**config.mk**
```make
export PLATFORM = sky130hd
export DESIGN_NAME = packet_responder
export DESIGN_NICKNAME = d
export VERILOG_FILES = /design/src/pkg/link_pkg.sv /design/src/hdl/gap_timer.sv /design/src/hdl/reply_tx.sv /design/src/hdl/packet_responder.sv
export SDC_FILE = /design/constraint.sdc
export NUM_CORES = 1
export LEC_CHECK = 0
export BUFFER_PORTS_ARGS = -buffer_cell sky130_fd_sc_hd__buf_2
export CORE_ASPECT_RATIO = 1.5
export CORE_MARGIN = 2
export CORE_UTILIZATION = 40
export CTS_CLUSTER_DIAMETER = 80
export CTS_CLUSTER_SIZE = 16
export DETAILED_ROUTE_END_ITERATION = 16
export HOLD_SLACK_MARGIN = 0.02
export PLACE_DENSITY_LB_ADDON = 0.2
export RECOVER_POWER = 100
export SETUP_SLACK_MARGIN = 0.05
export SLEW_MARGIN = 20
export SYNTH_ARGS = -nofsm -noshare
export SYNTH_HDL_FRONTEND = slang
export SYNTH_SLANG_ARGS = --single-unit
```
**constraint.sdc**
```tcl
create_clock -name clk -period 13.6 [get_ports clk]
set_clock_uncertainty 0.1 [all_clocks]
set_input_delay 2.04 -clock clk [delete_from_list [all_inputs] [get_ports clk]]
set_output_delay 2.04 -clock clk [all_outputs]
set_load 0.01 [all_outputs]
```
**src/pkg/link_pkg.sv**
```systemverilog
// Constants, types and helpers shared by the packet responder
package link_pkg;

  localparam logic [7:0]  START_MARKER   = 8'h16;
  localparam logic [15:0] MAX_DATA_LEN   = 16'h01FD;
  localparam logic [7:0]  RC_GOOD        = 8'h00;
  localparam logic [7:0]  RC_BAD_PARAM   = 8'hFF;
  localparam logic [7:0]  RC_BAD_OPCODE  = 8'hFE;
  localparam logic [7:0]  RC_BAD_CSUM    = 8'hFD;
  localparam logic [7:0]  RC_LOCAL       = 8'hFC;
  localparam logic [7:0]  RC_AUTO        = 8'hFB;
  localparam logic [7:0]  RC_BAD_DEST    = 8'hFA;
  localparam logic [7:0]  RC_UNABLE      = 8'hF9;
  localparam logic [7:0]  RC_TOO_LONG    = 8'hF8;

  // Reply frame byte positions; the reply carries no data bytes
  localparam logic [3:0]  IDX_MARKER     = 4'h0;
  localparam logic [3:0]  IDX_LEN_HI     = 4'h1;
  localparam logic [3:0]  IDX_LEN_LO     = 4'h2;
  localparam logic [3:0]  IDX_SRC        = 4'h3;
  localparam logic [3:0]  IDX_DST        = 4'h4;
  localparam logic [3:0]  IDX_FSN        = 4'h5;
  localparam logic [3:0]  IDX_OP_HI      = 4'h6;
  localparam logic [3:0]  IDX_OP_LO      = 4'h7;
  localparam logic [3:0]  IDX_CSUM       = 4'h8;

  localparam int          CLK_HZ         = 25000000;
  localparam int          GAP_TIME_MS    = 200;
  // Longest gap, rounded down to whole cycles
  localparam int          GAP_CYCLES     = (CLK_HZ / 1000) * GAP_TIME_MS;

  typedef enum logic [11:0] {
    ST_HUNT   = 12'h001,
    ST_LEN_HI = 12'h002,
    ST_LEN_LO = 12'h004,
    ST_SRC    = 12'h008,
    ST_DST    = 12'h010,
    ST_FSN    = 12'h020,
    ST_OP_HI  = 12'h040,
    ST_OP_LO  = 12'h080,
    ST_DATA   = 12'h100,
    ST_CSUM   = 12'h200,
    ST_EXEC   = 12'h400,
    ST_REPLY  = 12'h800
  } rx_state_e;

  typedef struct packed {
    logic [15:0] len;
    logic [7:0]  src;
    logic [7:0]  dst;
    logic [7:0]  fsn;
    logic [15:0] op;
  } hdr_s;

  typedef struct packed {
    logic [7:0] dst;
    logic [7:0] fsn;
    logic [7:0] code;
  } reply_s;

  typedef struct packed {
    logic       have;
    logic [7:0] src;
    logic [7:0] fsn;
    logic [7:0] code;
  } last_s;

  function automatic logic [7:0] csum_add(input logic [7:0] a, input logic [7:0] b);
    return a + b;
  endfunction

endpackage

```
**src/hdl/gap_timer.sv**
```systemverilog
// Inter-character gap timer for frame reception
`timescale 1ns/1ps
`default_nettype none
module gap_timer
  import link_pkg::*;
#(
  parameter int LIMIT = GAP_CYCLES
) (
  input  wire logic clk,
  input  wire logic sys_rst,
  input  wire logic run,
  input  wire logic kick,
  output logic      expired
);
  localparam int W = $clog2(LIMIT + 1);
  localparam logic [W-1:0] LAST = W'(LIMIT - 1);

  logic [W-1:0] count;
  logic [W-1:0] next_count;

  assign expired = run && !kick && (count == LAST);

  always_comb begin
    next_count = count;
    if (!run || kick || expired) begin
      next_count = '0;
    end else begin
      next_count = count + W'(1);
    end
  end

  always_ff @(posedge clk or posedge sys_rst) begin
    if (sys_rst) begin
      count <= '0;
    end else begin
      count <= next_count;
    end
  end
endmodule
`default_nettype wire

```
**src/hdl/reply_tx.sv**
```systemverilog
// Serialiser for zero-length reply frames
`timescale 1ns/1ps
`default_nettype none
module reply_tx
  import link_pkg::*;
(
  input  wire logic       clk,
  input  wire logic       sys_rst,
  input  wire logic       start,
  input  wire reply_s     rep,
  input  wire logic [7:0] own_addr,
  input  wire logic       tx_ready,
  output logic            tx_valid,
  output logic [7:0]      tx_data,
  output logic            busy
);
  logic [3:0] idx;
  logic [3:0] next_idx;
  logic       next_valid;
  logic [7:0] next_data;
  reply_s     rep_q;
  reply_s     next_rep;

  function automatic logic [7:0] reply_byte(input logic [3:0] i, input reply_s r, input logic [7:0] a);
    unique case (i)
      IDX_MARKER: return START_MARKER;
      IDX_SRC:    return a;
      IDX_DST:    return r.dst;
      IDX_FSN:    return r.fsn;
      IDX_OP_LO:  return r.code;
      IDX_CSUM:   return csum_add(csum_add(a, r.dst), csum_add(r.fsn, r.code));
      default:    return 8'h00;
    endcase
  endfunction

  assign busy = tx_valid;

  always_comb begin
    next_idx   = idx;
    next_valid = tx_valid;
    next_data  = tx_data;
    next_rep   = rep_q;
    if (start && !tx_valid) begin
      next_rep   = rep;
      next_idx   = IDX_MARKER;
      next_valid = 1'b1;
      next_data  = reply_byte(IDX_MARKER, rep, own_addr);
    end else if (tx_valid && tx_ready) begin
      next_idx  = idx + 4'h1;
      next_data = reply_byte(idx + 4'h1, rep_q, own_addr);
      if (idx == IDX_CSUM) begin
        next_valid = 1'b0;
      end
    end
  end

  always_ff @(posedge clk or posedge sys_rst) begin
    if (sys_rst) begin
      idx      <= IDX_MARKER;
      tx_valid <= 1'b0;
      tx_data  <= 8'h00;
      rep_q    <= '0;
    end else begin
      idx      <= next_idx;
      tx_valid <= next_valid;
      tx_data  <= next_data;
      rep_q    <= next_rep;
    end
  end
endmodule
`default_nettype wire

```
**src/hdl/packet_responder.sv**
```systemverilog
// Link-level packet receiver and responder for a multi-drop control bus
// Function
// - Valid frame: reply with swapped addresses
// - Good 0, bad parameter 255, opcode 254, checksum 253
// - Local control refuses 252, automatic 251
// - Bad destination 250, unable 249, too long 248
// - Extra data bytes pass without error
// - Checksum covers all bytes but marker, checksum
// - Checksum mismatch: no execution, negative reply
// - Repeated tag: acknowledge again, never re-execute
// - Frames start with marker 0x16
// - Length, source, destination, tag, opcode order
// - Operation code is two bytes
// - Counted data, then modulo-256 checksum byte
// - Overlong character gap abandons the frame
// - Bad checksum discards frame, hunt again
// - Sequence tag is eight bits, wrapping
// - Data length limited to 0..509
`timescale 1ns/1ps
`default_nettype none
module packet_responder
  import link_pkg::*;
#(
  parameter int GAP_LIMIT = GAP_CYCLES
) (
  input  wire logic       clk,
  input  wire logic       sys_rst,
  input  wire logic [7:0] dev_addr,
  input  wire logic       rx_valid,
  input  wire logic [7:0] rx_data,
  output logic            tx_valid,
  output logic [7:0]      tx_data,
  input  wire logic       tx_ready,
  input  wire logic       local_mode,
  input  wire logic       auto_mode,
  output logic            data_valid,
  output logic [7:0]      data_byte,
  output logic [8:0]      data_index,
  output logic            exec_valid,
  output hdr_s            exec_hdr,
  input  wire logic       exec_done,
  input  wire logic [7:0] exec_code
);
  rx_state_e  state;
  rx_state_e  next_state;
  hdr_s       hdr;
  hdr_s       next_hdr;
  logic [8:0] cnt;
  logic [8:0] next_cnt;
  logic [7:0] sum;
  logic [7:0] next_sum;
  logic       too_long;
  logic       next_too_long;
  last_s      last;
  last_s      next_last;
  reply_s     rep;
  reply_s     next_rep;
  logic       tx_start;
  logic       next_tx_start;
  logic       next_data_valid;
  logic [7:0] next_data_byte;
  logic [8:0] next_data_index;
  logic       tx_busy;
  logic       gap_expired;
  logic       receiving;
  logic       dup;
  logic       csum_ok;

  // Binary payload may hold the marker value, so only the hunt state looks for it
  assign receiving  = !(state inside {ST_HUNT, ST_EXEC, ST_REPLY});
  assign csum_ok    = (rx_data == sum);
  assign dup        = last.have && last.src == hdr.src && last.fsn == hdr.fsn;
  assign exec_valid = (state == ST_EXEC);
  assign exec_hdr   = hdr;

  gap_timer #(
    .LIMIT(GAP_LIMIT)
  ) u_gap (
    .clk    (clk),
    .sys_rst(sys_rst),
    .run    (receiving),
    .kick   (rx_valid),
    .expired(gap_expired)
  );

  reply_tx u_tx (
    .clk     (clk),
    .sys_rst (sys_rst),
    .start   (tx_start),
    .rep     (rep),
    .own_addr(dev_addr),
    .tx_ready(tx_ready),
    .tx_valid(tx_valid),
    .tx_data (tx_data),
    .busy    (tx_busy)
  );

  always_comb begin
    next_state      = state;
    next_hdr        = hdr;
    next_cnt        = cnt;
    next_sum        = sum;
    next_too_long   = too_long;
    next_last       = last;
    next_rep        = rep;
    next_tx_start   = 1'b0;
    next_data_valid = 1'b0;
    next_data_byte  = data_byte;
    next_data_index = data_index;
    if (rx_valid && receiving && state != ST_CSUM) begin
      next_sum = csum_add(sum, rx_data);
    end
    unique case (state)
      ST_HUNT: begin
        if (rx_valid && rx_data == START_MARKER) begin
          next_state = ST_LEN_HI;
          next_sum   = 8'h00;
        end
      end
      ST_LEN_HI: begin
        if (rx_valid) begin
          next_hdr.len[15:8] = rx_data;
          next_state         = ST_LEN_LO;
        end
      end
      ST_LEN_LO: begin
        if (rx_valid) begin
          next_hdr.len[7:0] = rx_data;
          next_too_long     = ({hdr.len[15:8], rx_data} > MAX_DATA_LEN);
          next_state        = ST_SRC;
        end
      end
      ST_SRC: begin
        if (rx_valid) begin
          next_hdr.src = rx_data;
          next_state   = ST_DST;
        end
      end
      ST_DST: begin
        if (rx_valid) begin
          next_hdr.dst = rx_data;
          next_state   = (rx_data == dev_addr) ? ST_FSN : ST_HUNT;
        end
      end
      ST_FSN: begin
        if (rx_valid) begin
          next_hdr.fsn = rx_data;
          next_rep.dst = hdr.src;
          next_rep.fsn = rx_data;
          if (too_long) begin
            // Remaining length is untrustworthy, so answer now and hunt again
            next_rep.code = RC_TOO_LONG;
            next_tx_start = 1'b1;
            next_state    = ST_REPLY;
          end else begin
            next_state = ST_OP_HI;
          end
        end
      end
      ST_OP_HI: begin
        if (rx_valid) begin
          next_hdr.op[15:8] = rx_data;
          next_state        = ST_OP_LO;
        end
      end
      ST_OP_LO: begin
        if (rx_valid) begin
          next_hdr.op[7:0] = rx_data;
          next_cnt         = 9'h000;
          next_state       = (hdr.len == 16'h0000) ? ST_CSUM : ST_DATA;
        end
      end
      ST_DATA: begin
        if (rx_valid) begin
          // Every counted byte goes to the user; unknown trailing ones are its to drop
          next_data_valid = 1'b1;
          next_data_byte  = rx_data;
          next_data_index = cnt;
          next_cnt        = cnt + 9'h001;
          if (cnt + 9'h001 == hdr.len[8:0]) begin
            next_state = ST_CSUM;
          end
        end
      end
      ST_CSUM: begin
        if (rx_valid) begin
          next_state = ST_REPLY;
          next_tx_start = 1'b1;
          if (!csum_ok) begin
            next_rep.code = RC_BAD_CSUM;
          end else if (dup) begin
            next_rep.code = last.code;
          end else if (local_mode) begin
            next_rep.code  = RC_LOCAL;
            next_last      = '{have: 1'b1, src: hdr.src, fsn: hdr.fsn, code: RC_LOCAL};
          end else if (auto_mode) begin
            next_rep.code  = RC_AUTO;
            next_last      = '{have: 1'b1, src: hdr.src, fsn: hdr.fsn, code: RC_AUTO};
          end else begin
            next_tx_start = 1'b0;
            next_state    = ST_EXEC;
          end
        end
      end
      ST_EXEC: begin
        if (exec_done) begin
          next_rep.code = exec_code;
          next_last     = '{have: 1'b1, src: hdr.src, fsn: hdr.fsn, code: exec_code};
          next_tx_start = 1'b1;
          next_state    = ST_REPLY;
        end
      end
      ST_REPLY: begin
        if (!tx_start && !tx_busy) begin
          next_state = ST_HUNT;
        end
      end
    endcase
    if (gap_expired) begin
      next_state = ST_HUNT;
    end
  end

  always_ff @(posedge clk or posedge sys_rst) begin
    if (sys_rst) begin
      state      <= ST_HUNT;
      hdr        <= '0;
      cnt        <= 9'h000;
      sum        <= 8'h00;
      too_long   <= 1'b0;
      last       <= '0;
      rep        <= '0;
      tx_start   <= 1'b0;
      data_valid <= 1'b0;
      data_byte  <= 8'h00;
      data_index <= 9'h000;
    end else begin
      state      <= next_state;
      hdr        <= next_hdr;
      cnt        <= next_cnt;
      sum        <= next_sum;
      too_long   <= next_too_long;
      last       <= next_last;
      rep        <= next_rep;
      tx_start   <= next_tx_start;
      data_valid <= next_data_valid;
      data_byte  <= next_data_byte;
      data_index <= next_data_index;
    end
  end
endmodule
`default_nettype wire

```
==> results of run 1 <==
kinds of logic after synthesis:
kind of cell | count (synthesis)
AOI/OAI and AO/OA | 163
xor gates and xnor gates | 75
adders and majority gates | 35
buffers and inverters | 117
DFF | 206
muxes | 101
and+or+nand+nor | 336
worst paths after layout:
check	startpoint	end	slack [ps]	depth (start not counted)
min	u_gap.count[0]$_DFF_PP0_	u_gap.count[0]$_DFF_PP0_	360	1
min reg2reg	u_gap.count[0]$_DFF_PP0_	u_gap.count[0]$_DFF_PP0_	360	1
max reg2reg	state[6]$_DFFE_PP0P_	rep[1]$_DFFE_PP0P_	9610	8
min in group asynchronous	sys_rst	u_gap.count[15]$_DFF_PP0_	2450	2
max	sys_rst	last[15]$_DFFE_PP0P_	6330	3
max in group clk	rx_data[2]	last[13]$_DFFE_PP0P_	8690	8
metrics by stage:
step	total power, mW	setup WS, ps	instances
after floorplan	1.11	5840	1033
after global placement	1.26	8700	1431
after detailed placement	1.27	8640	1431
after CTS	1.71	9150	1450
after global routing	1.77	5000	1451
final	1.67	6330	1451
layout make-up:
| class | count | area (sq um) |
|---|---|---|
| inverters | 59 | 224 |
| diodes | 1 | 2.50 |
| clock buffers | 19 | 433 |
| repair buffers | 119 | 479 |
| well taps | 337 | 422 |
| flip-flops and latches | 206 | 5160 |
| fillers | 2605 | 14800 |
| multi-input cells | 710 | 5100 |
power breakdown:
part | total, mW | internal (mW) | switching, mW
logic | 0.457 | 0.191 | 0.266
clock network | 0.434 | 0.224 | 0.210
registers | 0.778 | 0.689 | 0.0892
total | 1.67 | 1.10 | 0.566
cells in the mapped netlist (4+ instances only):
cell type and n:
mux2i_1 11, inv_1 57, fa_1 15, nand4_1 12, nor2_1 64, nand3_1 34, or2_2 4, or4_1 4
a221oi_1 5, a21o_1 9, and2_1 4, clkbuf_1 21, nor4_1 10, buf_6 5, a21oi_1 28, nor3_1 13
o221ai_1 5, buf_2 10, o22a_1 5, and4_1 7, buf_4 21, nor3b_1 6, nand2_1 123, xnor2_1 42
mux2_1 5, nand4b_1 4, o21ai_0 61, or3_1 6, nand2b_1 5, ha_1 20, xor2_1 33, a31oi_1 4
dfrtp_1 205, o2bb2ai_1 4, mux2_2 85, nor2b_1 7, and3_1 13
routing by layer:
layer,track usage [%],up-vias,routed length (um)
li1,-,3725,-
met1,23.1,3974,11300
met2,38.0,168,15400
met3,2.36,57,993
met4,7.36,0,916
met5,0,-,0
registers in the layout (all words and copies together), names as in the netlist, 4 cells and up:
name and flops:
cnt 9, data_byte 8, data_index 9, exec_hdr 48
last 25, rep 24, state 12, sum 8
u_gap.count 23, u_tx.idx 4, u_tx.rep_q 24, u_tx.tx_data 8
==> metrics.cfg, run 1 <==
[sta]
fmax_ghz = 0.138
layout_min_cycle_time_ps = 7270
min_period_over_period_pct = 53.4
setup_viol = 0
timing.hold.ws_ps = 364
rsz0062_at_grt = no
final_hold_viol_count = 0
worstMarginPinSlew_ps = 3740
slew_headroom_pct = -149
tns_ps = 0
maxSlewViolCount = 256

[synth]
synthMuxAreaShare_pct = 10.3
synth_edf_count = 0
synth_top_family_by_area = simple AND/OR/NAND/NOR gates
async_reset_ff_share_pct = 100
synthFlopType = dfrtp_1
syn_area_sq_um = 10900
yosysSeqAreaShare_pct = 47.4
synth_top_cell_area_share_pct = 47.2
synth-compound-area-share_pct = 10.0
synth_area_leaders = dfrtp_1 47%, mux2_2 8.8%, nand2_1 4.2%
syn_inst = 1033
post_synth_num_cell_types = 83
yosys_warnings = 0
synth.avg_cell_area_sq_um = 10.5
synth-xor-area-share_pct = 6.04
synth_top_area_cell = dfrtp_1
ys_seq_elements = 206
synthAdderAreaFrac_pct = 5.06
syn_nets = 1099
yosys.area_share.simple_pct = 15.8

[global_route]
antenna_found_initial = 1
grt_pass1_wl_mm = 45.1
grt_overflow = 0
grt_usage_pct = 20.0
grt_pass1_vias = 8091
grt_max_degree = 74

[clocking]
cts.reportedPaths.clkPinSlew_ps = 70
cts_buffers = 16
cts_hold_buf = 0
clockRootBuffer = clkbuf_16
cts_tree = built
clk_latency_ps = 490
post_cts_buffers = 0
post_cts_resize_count = 0
cts_max_level = 1
clk_path_buf_depth = 3
clock-sinks = 206

[final_layout]
fin_area_sq_um = 11800
area_growth_pct = 8.72
drive_above_1_share_pct = 13.7
final_common_cell = dfrtp_1
mostFrequentLayoutCells = 205 x dfrtp_1, 124 x nand2_1, 95 x clkbuf_1
fin_util_pct = 44.5
nets = 1178

[setup_path]
crit_path_start_kind = input port
cp_slowest_stage_delay_ps = 2740
path_delay_family = buffers and inverters
cp_cell_sequence = buf_2 -> clkinvlp_2 -> clkbuf_1
critPathArrivalTime_ps = 6890
required_ps = 13230
critical_path_peak_fanout = 73
critical_path.slowest_cell = clkbuf_1
cp-end-kind = async pin
crit_buf_inv = 3
critPathKind = in -> async

[routing]
drt-initial-drc-count = 450
wl_per_cell_um = 19.7
vias_per_cell = 5.46
vias = 7924
drt_wl_total_mm = 28.6
drtAntennaViolNets = 0
dr.pass1.iters = 5
drcViolationCount = 0

[floorplan]
num_rows = 73
io-pin-count = 115
die_width_um = 139
dieArea_sq_um = 28500
initial_core_util_pct = 40.9
die_height_um = 206
core-area_sq_um = 26600

[power]
leakage_nw = 5.50
pwr_density_cell_nw_per_um2 = 141
peakVddDrop_uv = 102

[placement]
portBuffers = 114
gp_congestion = 0.893
placed_area_sq_um = 11600
dp_hpwl_mm = 20.7

[min_path]
hp-class = reg -> reg

[run_status]
violations = max-capacitance violations, max-slew violations
status = complete, but fails checks

[flow_run]
max-cap-violations = 4

Note: power is estimated with default switching activity, not from simulation.
==> run 2, diff against run 1 <==
Settings changed: ABC_AREA set to 1.
Clock period 13.6 ns to 7 ns, I/O delays scaled along.
==> metrics.cfg, run 2 <==
[final_layout]
nets = 1505
mostFrequentLayoutCells = 374 x nand2_1, 205 x dfrtp_1, 154 x inv_1
num_antenna_cells = 0
area_growth_pct = 8.31
drive_above_1_share_pct = 6.24
fin_area_sq_um = 12000
n_fill_cell = 2800
final_common_cell = nand2_1
largest_reg_flops = 48

[clocking]
cts_hold_buf = 0
cts_buffers = 16
post_cts_resize_count = 0
cts.reportedPaths.clkPinSlew_ps = 70
post_cts_buffers = 0
clk_path_buf_depth = 3
clk_latency_ps = 500
cts_tree = built
clock-sinks = 206
clockRootBuffer = clkbuf_16
cts_max_level = 1

[global_route]
grt_overflow = 0
antenna_found_initial = 1
grt_usage_pct = 21.3
grt_max_degree = 98
grt_pass1_wl_mm = 49.4
grt_pass1_vias = 9065

[routing]
drcViolationCount = 0
wl_per_cell_um = 17.2
vias_per_cell = 5.10
drt-initial-drc-count = 467
dr.pass1.iters = 5
drtAntennaViolNets = 0
drt_wl_total_mm = 30.8
vias = 9098

[sta]
worstMarginPinSlew_ps = 4350
rsz0062_at_grt = no
fmax_ghz = 0.209
final_hold_viol_count = 0
slew_headroom_pct = -192
layout_min_cycle_time_ps = 4790
setup_viol = 0
tns_ps = 0
maxSlewViolCount = 189
min_period_over_period_pct = 68.5

[run_status]
status = complete, but fails checks
violations = max-capacitance violations, max-slew violations

[setup_path]
critical_path_peak_fanout = 25
critPathArrivalTime_ps = 5080
path_delay_family = simple AND/OR/NAND/NOR gates
crit_path_start_kind = input port
critPathMostFrequentCell = nand2_1
cp_slowest_stage_delay_ps = 990
cp-end-kind = register
cp_cell_sequence = clkbuf_1 -> ha_1 -> nor3_1 -> nand2_1 -> nor4_1 -> nand3b_1 -> nand2_1 -> nand3_1 -> nand2_1 -> nand2_1
required_ps = 7290
crit_buf_inv = 1
critPathKind = in -> reg
critical_path.slowest_cell = nand3_1

[power]
p_switching_mw = 1.16
sw_frac_of_total_pct = 36.0
peakVddDrop_uv = 245
pwr-share-comb_pct = 27.4
intPower_mw = 2.06
power_mw = 3.22
power_frac_clock_pct = 26.9
leakage_nw = 5.76
pwr_density_cell_nw_per_um2 = 269
pwr-share-seq_pct = 45.7

[min_path]
hp-class = reg -> reg

[synth]
synth_top_cell_area_share_pct = 46.4
syn_area_sq_um = 11100
syn_inst = 1352
ys_seq_elements = 206
synth_common_cells = 366 x nand2_1, 205 x dfrtp_1, 154 x inv_1
post_synth_num_cell_types = 52
yosys_warnings = 0
async_reset_ff_share_pct = 100
synth_edf_count = 0
synth_top_area_cell = dfrtp_1
yosysSeqAreaShare_pct = 46.7
synth.avg_cell_area_sq_um = 8.17
post-synth-top-count-cell = nand2_1
synthFlopType = dfrtp_1
synth_area_leaders = dfrtp_1 46%, nand2_1 12%, o21ai_0 6.1%
syn_nets = 1418

[placement]
placed_area_sq_um = 11800
portBuffers = 114
dp_hpwl_mm = 22.7
gp_congestion = 0.882

[floorplan]
dieArea_sq_um = 29000
die_width_um = 140
num_rows = 74
initial_core_util_pct = 40.6
io-pin-count = 115
core-area_sq_um = 27200
die_height_um = 208

[flow_run]
max-cap-violations = 3

==> run 2: cell types whose count changed after synthesis, moves of 15 or more <==
cell / previous run / this run
xnor2_1: 42 / 11
nor2_1: 64 / 88
a21oi_1: 28 / 43
o21ai_0: 61 / 134
nand2_1: 123 / 366
nand3_1: 34 / 62
inv_1: 57 / 154
mux2_2: 85 / 3
nand4_1: 12 / 45
==> run 2: kinds of logic after synthesis <==
logic type | after synthesis | share of synthesized area [%]
AOI/OAI and AO/OA | 216 | 10.6
xor gates and xnor gates | 30 | 2.38
adders and majority gates | 35 | 4.98
buffers and inverters | 211 | 8.20
DFF | 206 | 46.7
muxes | 3 | 0.306
and+or+nand+nor | 651 | 26.8
==> run 2: layout make-up <==
| cell class | instances | area [sq um] | area share [%] |
|---|---|---|---|
| inverters | 162 | 614 | 5.13 |
| clock buffers | 21 | 429 | 3.59 |
| flip-flops and latches | 206 | 5160 | 43.1 |
| well taps | 342 | 428 | 3.58 |
| clock inverters | 1 | 16.3 | 0.136 |
| multi-input cells | 935 | 4840 | 40.4 |
| repair buffers | 118 | 485 | 4.06 |
==> run 2: per-stage QoR <==
step,hold slack [ps],instances,util (%),worst slack [ps]
after global routing,385,1785,44.0,1830
after detailed placement,354,1763,43.4,3070
final,361,1785,44.0,2210
after global placement,349,1763,43.4,3110
after floorplan,333,1352,-,228
after CTS,365,1785,45.0,3570
==> run 2: final timing paths <==
| kind | start | to | slack (ps) | cells past startpoint |
|---|---|---|---|---|
| min in group asynchronous | sys_rst | exec_hdr[4]$_DFFE_PP0P_ | 1770 | 2 |
| worst min register to register | u_gap.count[0]$_DFF_PP0_ | u_gap.count[0]$_DFF_PP0_ | 360 | 1 |
| max in group asynchronous | sys_rst | u_gap.count[19]$_DFF_PP0_ | 2780 | 3 |
| worst max register to register | sum[4]$_DFF_PP0_ | last[19]$_DFFE_PP0P_ | 2810 | 9 |
| worst max-delay path | rx_data[4] | last[19]$_DFFE_PP0P_ | 2210 | 10 |
| worst min-delay path | u_gap.count[0]$_DFF_PP0_ | u_gap.count[0]$_DFF_PP0_ | 360 | 1 |
==> run 2: routing by layer <==
metal / global-route usage, % / vias up / wire length [um]
met5: 0 / - / 11
met4: 7.83 / 2 / 1180
met3: 2.98 / 59 / 1190
met2: 38.5 / 192 / 15900
met1: 25.5 / 4290 / 12500
li1: - / 4555 / -
==> run 2: power by group through the flow <==
stage | logic (mW) | clock network [mW] | registers, mW
detailed placement | 0.954 | 0 | 1.49
CTS | 0.957 | 0.893 | 1.47
finish | 0.883 | 0.866 | 1.47
floorplan | 0.648 | 0 | 1.49
global route | 1.01 | 0.936 | 1.49
global placement | 0.941 | 0 | 1.49
